<file path="src/cmsel_pkg.sv">
package cmsel_pkg;

    // Strap code width and the eight clock generation codes.
    localparam int unsigned STRAP_W = 3;
    localparam logic [2:0] CODE_X4      = 3'h7;
    localparam logic [2:0] CODE_X3      = 3'h6;
    localparam logic [2:0] CODE_X8      = 3'h5;
    localparam logic [2:0] CODE_X5      = 3'h4;
    localparam logic [2:0] CODE_DIRECT  = 3'h3;
    localparam logic [2:0] CODE_X10     = 3'h2;
    localparam logic [2:0] CODE_PRESCL  = 3'h1;
    localparam logic [2:0] CODE_X16     = 3'h0;

    // Multiplication factors carried to the PLL control.
    localparam int unsigned FACTOR_W = 5;
    localparam logic [4:0] FACTOR_1  = 5'h01;
    localparam logic [4:0] FACTOR_3  = 5'h03;
    localparam logic [4:0] FACTOR_4  = 5'h04;
    localparam logic [4:0] FACTOR_5  = 5'h05;
    localparam logic [4:0] FACTOR_8  = 5'h08;
    localparam logic [4:0] FACTOR_10 = 5'h0A;
    localparam logic [4:0] FACTOR_16 = 5'h10;
    localparam logic [4:0] FACTOR_NONE = 5'h00;

    // System configuration word and the watchdog disable field.
    localparam int unsigned SYSCFG_W    = 16;
    localparam int unsigned OWD_DIS_BIT = 4;
    localparam logic        OWD_DIS_RST = 1'b0;

    // Reset values.
    localparam logic [2:0] MODE_RST   = CODE_X4;
    localparam logic [4:0] FACTOR_RST = FACTOR_4;

    // Cycles after reset release before the strap sample is trusted.
    localparam int unsigned SETTLE_W      = 2;
    localparam logic [1:0]  SETTLE_CYCLES = 2'h3;

    // Source that drives the core clock.
    typedef enum logic [1:0] {
        SRC_PLL,
        SRC_CRYSTAL,
        SRC_PRESCALER
    } cmsel_src_type;

    // Strap capture sequence.
    typedef enum logic {
        CAP_SAMPLE,
        CAP_LOCKED
    } cmsel_cap_type;

endpackage

</file>
<file path="src/cmsel_sync3.sv">
`timescale 1ns/10ps
`default_nettype none

module cmsel_sync3 #(
    parameter int unsigned WIDTH = 1
) (
    // Clock and reset.
    input  wire logic             clk,
    input  wire logic             nrst,
    // Asynchronous input.
    input  wire logic [WIDTH-1:0] async_in,
    // Second and third stage, compared by the user.
    output logic      [WIDTH-1:0] stage2,
    output logic      [WIDTH-1:0] stage3
);

    logic [WIDTH-1:0] stage1_reg;

    // Three flops; only the second reads the first.
    always_ff @(posedge clk or negedge nrst) begin
        if (!nrst) begin
            stage1_reg <= '0;
            stage2     <= '0;
            stage3     <= '0;
        end else begin
            stage1_reg <= async_in;
            stage2     <= stage1_reg;
            stage3     <= stage2;
        end
    end

endmodule

`default_nettype wire

</file>
<file path="src/cmsel_core.sv">
// Operation
// [RL1] The clock mechanism is chosen from the three strap pins at reset.
// [RL2] Codes 111,110,101,100,010,000 select PLL factors 4,3,8,5,10,16.
// [RL3] Code 011 is direct drive: oscillator amplifier bypassed, factor one.
// [RL4] Code 001 selects the divide-by-two prescaler, half the input rate.
// [RL5] In prescaler mode each core clock phase lasts one input period.
// [RL6] With watchdog disable clear the PLL free-runs for the watchdog.
// [RL7] With the watchdog disable bit set the PLL is switched off entirely.
// [RL8] Both core clock edges trigger operations, so each is signalled; the code marks them in prescaler and direct drive modes only.
// [RL9] Watchdog disable is bit 4 of the config word, clear after reset.
// [RL10] In direct drive the core clock comes from the crystal pin.
// [RL11] The strap code is latched after reset release and held until reset.
`timescale 1ns/10ps
`default_nettype none

module cmsel_core
    import cmsel_pkg::*;
(
    // Clock and reset; clk stands for the input clock.
    input  wire logic                clk,
    input  wire logic                nrst,
    // Mode strap pins, asynchronous.
    input  wire logic [STRAP_W-1:0]  clock_mode_strap_pins,
    // System configuration word from on-chip logic.
    input  wire logic [SYSCFG_W-1:0] system_config_register,
    // Latched mode.
    output logic      [STRAP_W-1:0]  mode_code,
    output logic                     mode_locked,
    // PLL and oscillator control.
    output logic                     pll_enable,
    output logic                     pll_free_run,
    output logic      [FACTOR_W-1:0] pll_factor,
    output logic                     osc_amp_bypass,
    output logic                     osc_watchdog_disable,
    output cmsel_src_type            core_src_sel,
    // Core clock in prescaler mode and edge markers.
    output logic                     core_clk,
    output logic                     core_edge_rise,
    output logic                     core_edge_fall
);

    // Synchroniser taps for the strap code.
    logic [STRAP_W-1:0]  strap_s2;
    logic [STRAP_W-1:0]  strap_s3;
    // Capture sequence state and its settle counter.
    cmsel_cap_type       cap_state_reg;
    logic [SETTLE_W-1:0] settle_reg;
    // Latched mode and the registered watchdog disable flag.
    logic [STRAP_W-1:0]  mode_reg;
    logic                owd_dis_reg;
    // Decoded clock control, registered further down.
    logic                pll_core_next;
    logic [FACTOR_W-1:0] factor_next;

    // Strap pins come from outside the clock domain.
    // Two agreeing late stages mean the pins held one value for a full
    // cycle, so a code caught mid-change is never taken.
    cmsel_sync3 #(
        .WIDTH (STRAP_W)
    ) u_strap_sync (
        .clk      (clk),
        .nrst     (nrst),
        .async_in (clock_mode_strap_pins),
        .stage2   (strap_s2),
        .stage3   (strap_s3)
    );

    // Wait for the synchroniser to fill, then take a stable code once.
    // Flops reset to constants, so the pins are read only after release.
    // The synchroniser is itself held in reset, so the straps must still
    // stand for a few cycles after release; a pin that moves in that
    // window only delays the lock and never yields a mixed code.
    always_ff @(posedge clk or negedge nrst) begin
        if (!nrst) begin
            cap_state_reg <= CAP_SAMPLE;
            settle_reg    <= '0;
            mode_reg      <= MODE_RST;
        end else begin
            case (cap_state_reg)
                CAP_SAMPLE: begin
                    // Stages that disagree keep the sequence waiting.
                    if (settle_reg != SETTLE_CYCLES) begin
                        settle_reg <= settle_reg + 2'h1;
                    // [RL1] Sample strap code.
                    end else if (strap_s2 == strap_s3) begin
                        mode_reg      <= strap_s3;
                        cap_state_reg <= CAP_LOCKED;
                    end
                end
                // [RL11] Hold until reset.
                CAP_LOCKED: begin
                    // Later pin activity is ignored without any sign.
                    mode_reg <= mode_reg;
                end
                default: begin
                    // Recover to sampling from an unknown state.
                    cap_state_reg <= CAP_SAMPLE;
                end
            endcase
        end
    end

    // Mode outputs; the default x4 code shows until the lock.
    assign mode_code   = mode_reg;
    assign mode_locked = (cap_state_reg == CAP_LOCKED);

    // Watchdog disable bit taken from the configuration word.
    // The clock controls register this flag again, so a change of the
    // bit reaches the PLL enable two cycles after the word changes.
    always_ff @(posedge clk or negedge nrst) begin
        if (!nrst) begin
            // [RL9] Watchdog enabled after reset.
            owd_dis_reg <= OWD_DIS_RST;
        end else begin
            owd_dis_reg <= system_config_register[OWD_DIS_BIT];
        end
    end

    // The flag is also shown to the watchdog logic outside.
    assign osc_watchdog_disable = owd_dis_reg;

    // Decode of the latched code into factor and source.
    // All eight codes are listed; the default only catches unknown
    // values and falls back to the reset configuration.
    always_comb begin
        pll_core_next = 1'b1;
        factor_next   = FACTOR_NONE;
        case (mode_reg)
            // [RL2] PLL multiplication factors.
            CODE_X4:  factor_next = FACTOR_4;
            CODE_X3:  factor_next = FACTOR_3;
            CODE_X8:  factor_next = FACTOR_8;
            CODE_X5:  factor_next = FACTOR_5;
            CODE_X10: factor_next = FACTOR_10;
            CODE_X16: factor_next = FACTOR_16;
            // [RL3] Direct drive at factor one.
            CODE_DIRECT: begin
                pll_core_next = 1'b0;
                factor_next   = FACTOR_1;
            end
            // [RL4] Prescaler, no PLL factor.
            CODE_PRESCL: begin
                pll_core_next = 1'b0;
                factor_next   = FACTOR_NONE;
            end
            default: begin
                pll_core_next = 1'b1;
                factor_next   = FACTOR_RST;
            end
        endcase
    end

    // Registered clock control; held in the default until the code locks.
    // Until then mode_reg holds the x4 code, so the outputs show the PLL
    // setting of a cold start. These are levels only: switching the
    // clock tree without glitches is left to the clock generator.
    always_ff @(posedge clk or negedge nrst) begin
        if (!nrst) begin
            pll_enable     <= 1'b1;
            pll_free_run   <= 1'b0;
            pll_factor     <= FACTOR_RST;
            osc_amp_bypass <= 1'b0;
            core_src_sel   <= SRC_PLL;
        end else if (pll_core_next) begin
            // PLL modes: the PLL makes the core clock at the factor.
            pll_enable     <= 1'b1;
            pll_free_run   <= 1'b0;
            pll_factor     <= factor_next;
            osc_amp_bypass <= 1'b0;
            core_src_sel   <= SRC_PLL;
        end else begin
            // Direct drive and prescaler: the PLL serves only the watchdog.
            // [RL6] Free-running PLL feeds the watchdog.
            // [RL7] Disable bit switches the PLL off.
            pll_enable     <= !owd_dis_reg;
            pll_free_run   <= !owd_dis_reg;
            pll_factor     <= factor_next;
            // [RL10] Crystal pin drives the core clock.
            osc_amp_bypass <= (mode_reg == CODE_DIRECT);
            core_src_sel   <= (mode_reg == CODE_DIRECT) ? SRC_CRYSTAL
                                                        : SRC_PRESCALER;
        end
    end

    // Divide-by-two core clock: toggling on every rising input edge makes
    // each phase one input period, independent of input duty cycle.
    // Outside prescaler mode the output is parked low, so a consumer
    // sees no stray edges while another source drives the core.
    always_ff @(posedge clk or negedge nrst) begin
        if (!nrst) begin
            core_clk <= 1'b0;
        end else if (mode_locked && mode_reg == CODE_PRESCL) begin
            // [RL5] One period per phase.
            core_clk <= !core_clk;
        end else begin
            core_clk <= 1'b0;
        end
    end

    // Edge markers for the clock half period. In direct drive both core
    // edges fall in one input period, so both markers pulse together.
    // PLL modes give no markers: the multiplied clock is analog.
    // In prescaler mode a marker is high in the cycle that follows the
    // edge it reports, aligned with core_clk, so a consumer needs no
    // edge detector of its own.
    always_ff @(posedge clk or negedge nrst) begin
        if (!nrst) begin
            core_edge_rise <= 1'b0;
            core_edge_fall <= 1'b0;
        end else if (mode_locked && mode_reg == CODE_PRESCL) begin
            // [RL8] Signal each core edge.
            core_edge_rise <= !core_clk;
            core_edge_fall <= core_clk;
        end else if (mode_locked && mode_reg == CODE_DIRECT) begin
            // Every input period holds both core edges.
            core_edge_rise <= 1'b1;
            core_edge_fall <= 1'b1;
        end else begin
            core_edge_rise <= 1'b0;
            core_edge_fall <= 1'b0;
        end
    end

endmodule

`default_nettype wire

</file>
<file path="config.mk">
export PLATFORM = sky130hd
export DESIGN_NAME = cmsel_core
export DESIGN_NICKNAME = d
export VERILOG_FILES = /design/src/cmsel_pkg.sv /design/src/cmsel_sync3.sv /design/src/cmsel_core.sv
export SDC_FILE = /design/constraint.sdc
export NUM_CORES = 1
export LEC_CHECK = 0
export BUFFER_PORTS_ARGS = -buffer_cell sky130_fd_sc_hd__buf_2
export CAP_MARGIN = 20
export CORE_MARGIN = 2
export CORE_UTILIZATION = 49
export DETAILED_ROUTE_END_ITERATION = 8
export GPL_TIMING_DRIVEN = 1
export PLACE_DENSITY_LB_ADDON = 0.12
export SYNTH_ARGS = -nofsm -noshare
export SYNTH_HDL_FRONTEND = slang
export SYNTH_SLANG_ARGS = --single-unit
</file>
<file path="constraint.sdc">
create_clock -name clk -period 3.31 [get_ports clk]
set_clock_uncertainty 0.15 [all_clocks]
set_input_delay 0.8275 -clock clk [delete_from_list [all_inputs] [get_ports clk]]
set_output_delay 0.8275 -clock clk [all_outputs]
set_load 0.03 [all_outputs]
</file>
==> out/summary.md, run 1 <==
The cell area after synthesis was 950 µm²; the worst-skew pair later-pin latency was 0.32 ns. Of all nets on the critical path, the largest fanout is 9. The relative contribution of the clock network to total power is 0.161. The average wire per standard cell came out at 11.0 µm. The arrival time at the worst endpoint came out at 1.19 ns.

The tools report the total count of hold-check failures in the final report as 0. The effective utilization at floorplan came out at 0.533. STA classifies the critical path endpoint as an output pin. For this run, the post-layout net count is 112.

The tree is rooted in a sky130_fd_sc_hd__clkbuf_4. Input and output buffers added on the ports amount to 23. The run gives 1 as the depth of the CTS H-tree. Among cell families on the critical path, the largest total delay comes from flip-flops. For the number of distinct library cells after synthesis, the log shows 22. The run gives 437 as the via count of the first global-routing pass. The run gives 0.340 as the share of total power in combinational logic. The run finished with clean final reports.

The first global-routing pass estimated 1970 µm of wire. After clock tree synthesis, the clock-pin slew on the worst setup and hold paths is 0.14 ns. The logs give 63 for the gate count of the mapped netlist and 0 for the count of yosys warnings during synthesis.

Synthesis produced a netlist with a net count of 85. Summed over all cells, the static leakage comes to 0.000540 µW. Summing all non-filler instances in the final layout gives an area of 1120 µm².

STA puts the critical path data required time at 2.33 ns. In this run, the number of DRC markers left after iteration 0 of detailed routing was 5. Max-slew headroom at the worst pin: 0.615.

For the buffer levels on the longest clock path, the log shows 2. The fraction of final layout cells with drive strength greater than 1 came out at 0.427. The run gives 0 as the number of antenna violations at the first check in global routing.

The total core area was 1780 µm²; the highest cell delay on the worst timing path was 0.64 ns. The critical path in this run is classified as register to output pin. The tools report the count of endpoints failing setup in the final report as 0.

The floorplan has 15 rows. The flip-flop count of the largest register, all copies and words added was 5; the fill cell total of the finished layout was 146. The sum of buffers and inverters on the critical path was 1; the count of cells resized by post-cts repair was 0. The quantity of hold-fixing buffers added after cts came out at 0. The run gives 0.743 as the placer's final routability congestion estimate. The ratio of final minimum period to clock period was 0.654; the number of iterations in the first detailed-routing pass was 3. For the detailed-placement wirelength estimate, the log shows 902 µm.

The final layout contains routed wiring with a total length of 1250 µm. Average cell area after synthesis: 15.1 µm². The power density over the cells was 875 nW/µm²; the wire length on met2 was 607 µm. For the sequential-to-total area share from yosys stat, the log shows 0.744. Final-report max-slew violation count: 0.

Max-cap violations in this run came to 0. The floorplan step set the die width to 48.0 µm. For this block, the via count after detailed routing is 539. Summing all flip-flop and latch instances after layout gives 707 µm². The register-to-register path setup slack is 1.79 ns, and the DRC violation count after routing is 0. Entering global routing, the biggest net connects 29 pins.

Cell internal power was estimated by the tool at 610 µW. The path class of the tightest hold or removal check is register to register. The largest individual stage delay along the critical path comes from the cell sky130_fd_sc_hd__dfstp_2. The signal on the critical path passes through buf_2. Once the clock tree was built, the setup fixing pass inserted 0 buffers.

Top routing layer in use: met4. 39 I/O pins were placed. The area of the multi-input gates is 228 µm², and the final critical-path required period is 2.16 ns. The total routed wire length on the met1 layer is 550 µm, and the number of routed nets with antenna violations is 0. The met3 routed wirelength is 50 µm, and the total routing resource utilization after global routing is 0.134. The net switching power was 374 µW; the layout-stage area growth over the synthesis result was 18.4%. Summing all placed instances gives a cell area of 1090 µm². Setup repair after global routing left no endpoint under its margin.

The slew at the pin closest to its max-slew limit was 0.577 ns. The run gives 28 as the CTS sink count. Peak ir drop on the vdd network: 0.000434 V. The repair_antennas step left the layout with diodes totalling 0.

For this run, the top clock speed supported by timing is 0.462 GHz. For the final routed database, the setup TNS stands at 0 ns. TritonCTS built the clock tree. The number of register bits inferred by synthesis is 28. Dividing the detail-routed via count by the number of cells gives 4.73. The run gives 2310 µm² as the die area. The switching share of total power was 0.380.

After global routing the overflow that remains totals 0. Clock tree synthesis inserted a total of 3 buffers. Ranked by flip-flop count, first place goes to pll_factor.

From bottom edge to top edge, the die measures 48.0 µm. STA classifies the critical path startpoint as a register. The sequential share of power came out at 0.499.
## stage by stage
stage | worst slack (ns) | power, µW | cells | hold slack, ns | utilization
floorplan | 1.63 | 740 | 63 | 0.181 | -
global placement | 1.51 | 831 | 110 | 0.184 | 0.611
detailed placement | 1.51 | 838 | 110 | 0.190 | 0.611
CTS | 1.14 | 994 | 114 | 0.221 | 0.631
global route | 1.08 | 1050 | 114 | 0.234 | 0.631
finish | 1.15 | 984 | 114 | 0.218 | 0.631
## final cells by class
cell class / count / share of cell area
Inverter: 2 / 0.00667
Clock buffer: 4 / 0.0323
Timing Repair Buffer: 23 / 0.102
Tap cell: 25 / 0.0278
Sequential cell: 28 / 0.628
Multi-Input combinational cell: 32 / 0.202
## placed cells by master (no fill, tap or decap), types with 2 or more instances in the layout
master and count:
sky130_fd_sc_hd__clkbuf_4 3, sky130_fd_sc_hd__xnor2_1 3, sky130_fd_sc_hd__dfstp_2 5, sky130_fd_sc_hd__nor2b_1 2
sky130_fd_sc_hd__buf_2 23, sky130_fd_sc_hd__dfrtp_1 23, sky130_fd_sc_hd__mux2_4 3, sky130_fd_sc_hd__nand2_1 3
sky130_fd_sc_hd__nor3_1 3, sky130_fd_sc_hd__nor2_1 7
## final timing paths
path                                            start                      to  cells past startpoint
max                                      mode_code[1]            mode_code[1]                      1
min                        u_strap_sync.stage1_reg[0]  u_strap_sync.stage2[0]                      0
max reg2reg                             settle_reg[0]            mode_code[0]                      4
min reg2reg                u_strap_sync.stage1_reg[0]  u_strap_sync.stage2[0]                      0
max in group asynchronous                        nrst            mode_code[2]                      1
min in group asynchronous                        nrst  u_strap_sync.stage3[2]                      1
## cells by family after synthesis
group | count (synthesis) | synth area share
compound gates | 4 | 0.0290
xor+xnor | 4 | 0.0369
fa+ha+maj | 1 | 0.0132
buf+inv | 3 | 0.0158
flops | 28 | 0.744
mux | 4 | 0.0593
simple gates | 19 | 0.101
## cells in the mapped netlist
cell type	instances	area (µm²)
sky130_fd_sc_hd__dfrtp_1	23	576
sky130_fd_sc_hd__nor2_1	7	26.3
sky130_fd_sc_hd__dfstp_2	5	131
sky130_fd_sc_hd__mux2_4	3	45.0
sky130_fd_sc_hd__nand2_1	3	11.3
sky130_fd_sc_hd__nor3_1	3	15.0
sky130_fd_sc_hd__xnor2_1	3	26.3
sky130_fd_sc_hd__nor2b_1	2	12.5
sky130_fd_sc_hd__a21oi_1	1	5.00
sky130_fd_sc_hd__a41o_1	1	10.0
sky130_fd_sc_hd__and2b_1	1	7.51
sky130_fd_sc_hd__and4_4	1	11.3
sky130_fd_sc_hd__buf_4	1	7.51
sky130_fd_sc_hd__ha_1	1	12.5
sky130_fd_sc_hd__inv_1	1	3.75
sky130_fd_sc_hd__inv_2	1	3.75
sky130_fd_sc_hd__mux2_2	1	11.3
sky130_fd_sc_hd__nand2b_1	1	6.26
sky130_fd_sc_hd__o21ai_0	1	5.00
sky130_fd_sc_hd__o21bai_1	1	7.51
sky130_fd_sc_hd__or3_1	1	6.26
sky130_fd_sc_hd__xor2_1	1	8.76
## per-layer routing
metal,global-route usage,vias up
met5,0,-
li1,-,259
met1,0.161,255
met2,0.200,20
met4,0.0973,0
met3,0.0453,5
## power by group through the flow
stage	Combinational [µW]	Clock (µW)	Sequential, µW
6_report	335	159	491
5_1_grt	364	182	505
4_1_cts	339	163	492
3_5_place_dp	339	0	499
3_3_place_gp	336	0	495
2_1_floorplan	98.9	0	641
Note: power is estimated with default switching activity, not from simulation.
==> run 2, diff against run 1 <==
Settings changed: CORE_UTILIZATION 49 to 45.
Clock period 3.31 ns to 2.1 ns, I/O delays scaled along.
==> run 2 against run 1 <==
Clock power grew 39%. Setup slack lost 0.92 ns. Routed wire length grew 5.6%. Utilization shrank 6.7 points. Final cell count grew 1.8%. First-iteration DRC count shrank 100%. Die area grew 8.1%. Non-clock buffer count is the same. Sequential share of layout area grew 0.42 points. Critical path type unchanged.
==> out/summary.md, run 2 (synthesis gave the netlist of run 1 again) <==
The run finished with clean final reports. The detailed router placed 540 vias in this run. The flip-flop count of the largest register, all copies and words added was 5; the total core area was 1980 µm². Input and output buffers added on the ports amount to 23. The class of the tightest hold or removal check is primary input to asynchronous set/reset pin. The logs give 0.479 for the effective utilization at floorplan and 1320 µm for the total wire length. On the worst path, the slowest cell contributes a delay of 0.65 ns. The worst setup path category was register to output pin. The tools report the arrival time at the worst endpoint as 1.20 ns. Detailed placement ended at an HPWL of 924 µm.

The peak ir drop on the vdd network is 0.000761 V. Average wire per standard cell: 11.4 µm. The kind of cell with the highest combined delay along the critical path is flip-flops. The clock passes through at most 2 buffers. The slew at the pin closest to its max-slew limit is 0.589 ns.

In the layout the commonest cells are 23 x sky130_fd_sc_hd__dfrtp_1, 23 x sky130_fd_sc_hd__buf_2, 7 x sky130_fd_sc_hd__nor2_1. The wire length of the first global-routing pass is 2310 µm. Depth of the CTS H-tree: 1. Setup violations remaining at the end of the flow were counted as 0.

TritonCTS built the clock tree. The power density over the cells is 1360 nW/µm², and the number of antenna violations at the first check in global routing is 0. The number of antenna cells inserted is 0. The ratio of final minimum period to clock period is 0.891, and the DRC violation count after routing is 0. The worst path in the final design needs a cycle of 1.87 ns, including I/O delays and setup. The tools report the number of iterations in the first detailed-routing pass as 1.

In this run the count of I/O pins placed on the die edge is 39. In this run the remaining antenna-violating nets after routing total 0. The worst setup path is captured at an output pin. The floorplan step set the die height to 49.9 µm. The clock root buffer master is sky130_fd_sc_hd__clkbuf_4. For the final layout net count, the log shows 112. The die covers 2490 µm². The first routing iteration left 0 violations. Timing would allow up to 0.535 GHz.

The initialized floorplan defines 16 standard-cell rows. The sum of buffers and inverters on the critical path is 1, and the worst-skew pair later-pin latency is 0.32 ns. The fraction of final layout cells with drive strength greater than 1 is 0.416, and the total count of hold-check failures in the final report is 0. The largest fanout on the critical path came out at 9.

The run gives 0 ns as the total negative slack. Number of buffers added for setup after CTS: 0. The quantity of hold-fixing buffers added after cts is 0, and the layout-stage area growth over the synthesis result is 17.7%. Among all stages on the critical path, the largest delay is contributed by sky130_fd_sc_hd__dfstp_2.

The run gives 0.682 as the placer's final routability congestion estimate. The total routing resource utilization after global routing is 0.127. The number of maximum-capacitance constraint violations is 0. Walking the worst path, the cells encountered are buf_2. For the global-route congestion overflow total, the log shows 0.

The logic depth of the worst setup path including buffers was 1. The fill cell total of the finished layout was 171. Leaving out filler cells and counting taps, the final layout contains 116. For the static leakage, the log shows 0.000534 µW.

Register with the highest flop count: pll_factor. Measured in cells, the most critical reg-to-reg path has a length of 4. The logs give 0 for the final-report max-slew violation count and 29 for the maximum number of pins on one net before global-route repair. The vias per cell was 4.66; the max-slew headroom at the worst pin was 0.607. Setup repair after global routing left no endpoint under its margin. Including well taps, the total number of placed cells is 112. The clock slew seen by the registers of the worst setup and hold paths is 0.14 ns. After clock tree synthesis, the repair step resized 0 gates. Clock tree synthesis inserted a total of 3 buffers. The logs give 521 for the via count of the first global-routing pass and 28 for the CTS sink count.

The floorplan step set the die width to 49.9 µm. STA puts the critical path data required time at 1.42 ns. Launching element type of the critical path: a register.
run 2: layout make-up:
class / instances / area (µm²) / share of cell area
multi-input combinational: 32 / 228 / 0.204
inverter: 2 / 7.51 / 0.00672
timing repair buffer: 23 / 115 / 0.103
sequential: 28 / 707 / 0.633
clock buffer: 4 / 26.3 / 0.0235
tap: 27 / 33.8 / 0.0302
run 2: worst paths after layout:
kind	slack, ns	startpoint	end
max	0.23	mode_code[1]	mode_code[1]
min	0.03	nrst	pll_factor[1]
max reg2reg	0.59	settle_reg[0]	mode_code[1]
min reg2reg	0.22	u_strap_sync.stage1_reg[1]	u_strap_sync.stage2[1]
max in group asynchronous	1.38	nrst	mode_code[1]
min in group clk	0.14	clock_mode_strap_pins[0]	u_strap_sync.stage1_reg[0]
run 2: report_power, final:
| group | internal [µW] | switching, µW | leakage [µW] |
|---|---|---|---|
| Combinational | 169 | 356 | 0.000192 |
| Sequential | 687 | 87.9 | 0.000327 |
| Clock | 74.5 | 146 | 0.0000150 |
| Total | 930 | 590 | 0.000534 |
run 2: stage by stage:
step	setup slack [ns]	cell area [µm²]	hold slack (ns)	power [µW]	util
after global routing	0.154	1120	0.0594	1620	0.564
after floorplan	0.662	950	0.0794	1170	-
after CTS	0.209	1120	0.0415	1540	0.564
after detailed placement	0.589	1090	0.190	1320	0.551
after global placement	0.591	1090	0.185	1310	0.551
final	0.229	1120	0.0306	1520	0.564
run 2: layer usage:
metal  vias to the layer above  share of wire  wire, µm  GRT usage
li1                        257              -         -          -
met1                       259           0.40       528      0.153
met2                        21           0.51       671      0.209
met3                         3          0.069        91     0.0212
met4                         0          0.023        31     0.0833
met5                         -              0         0          0
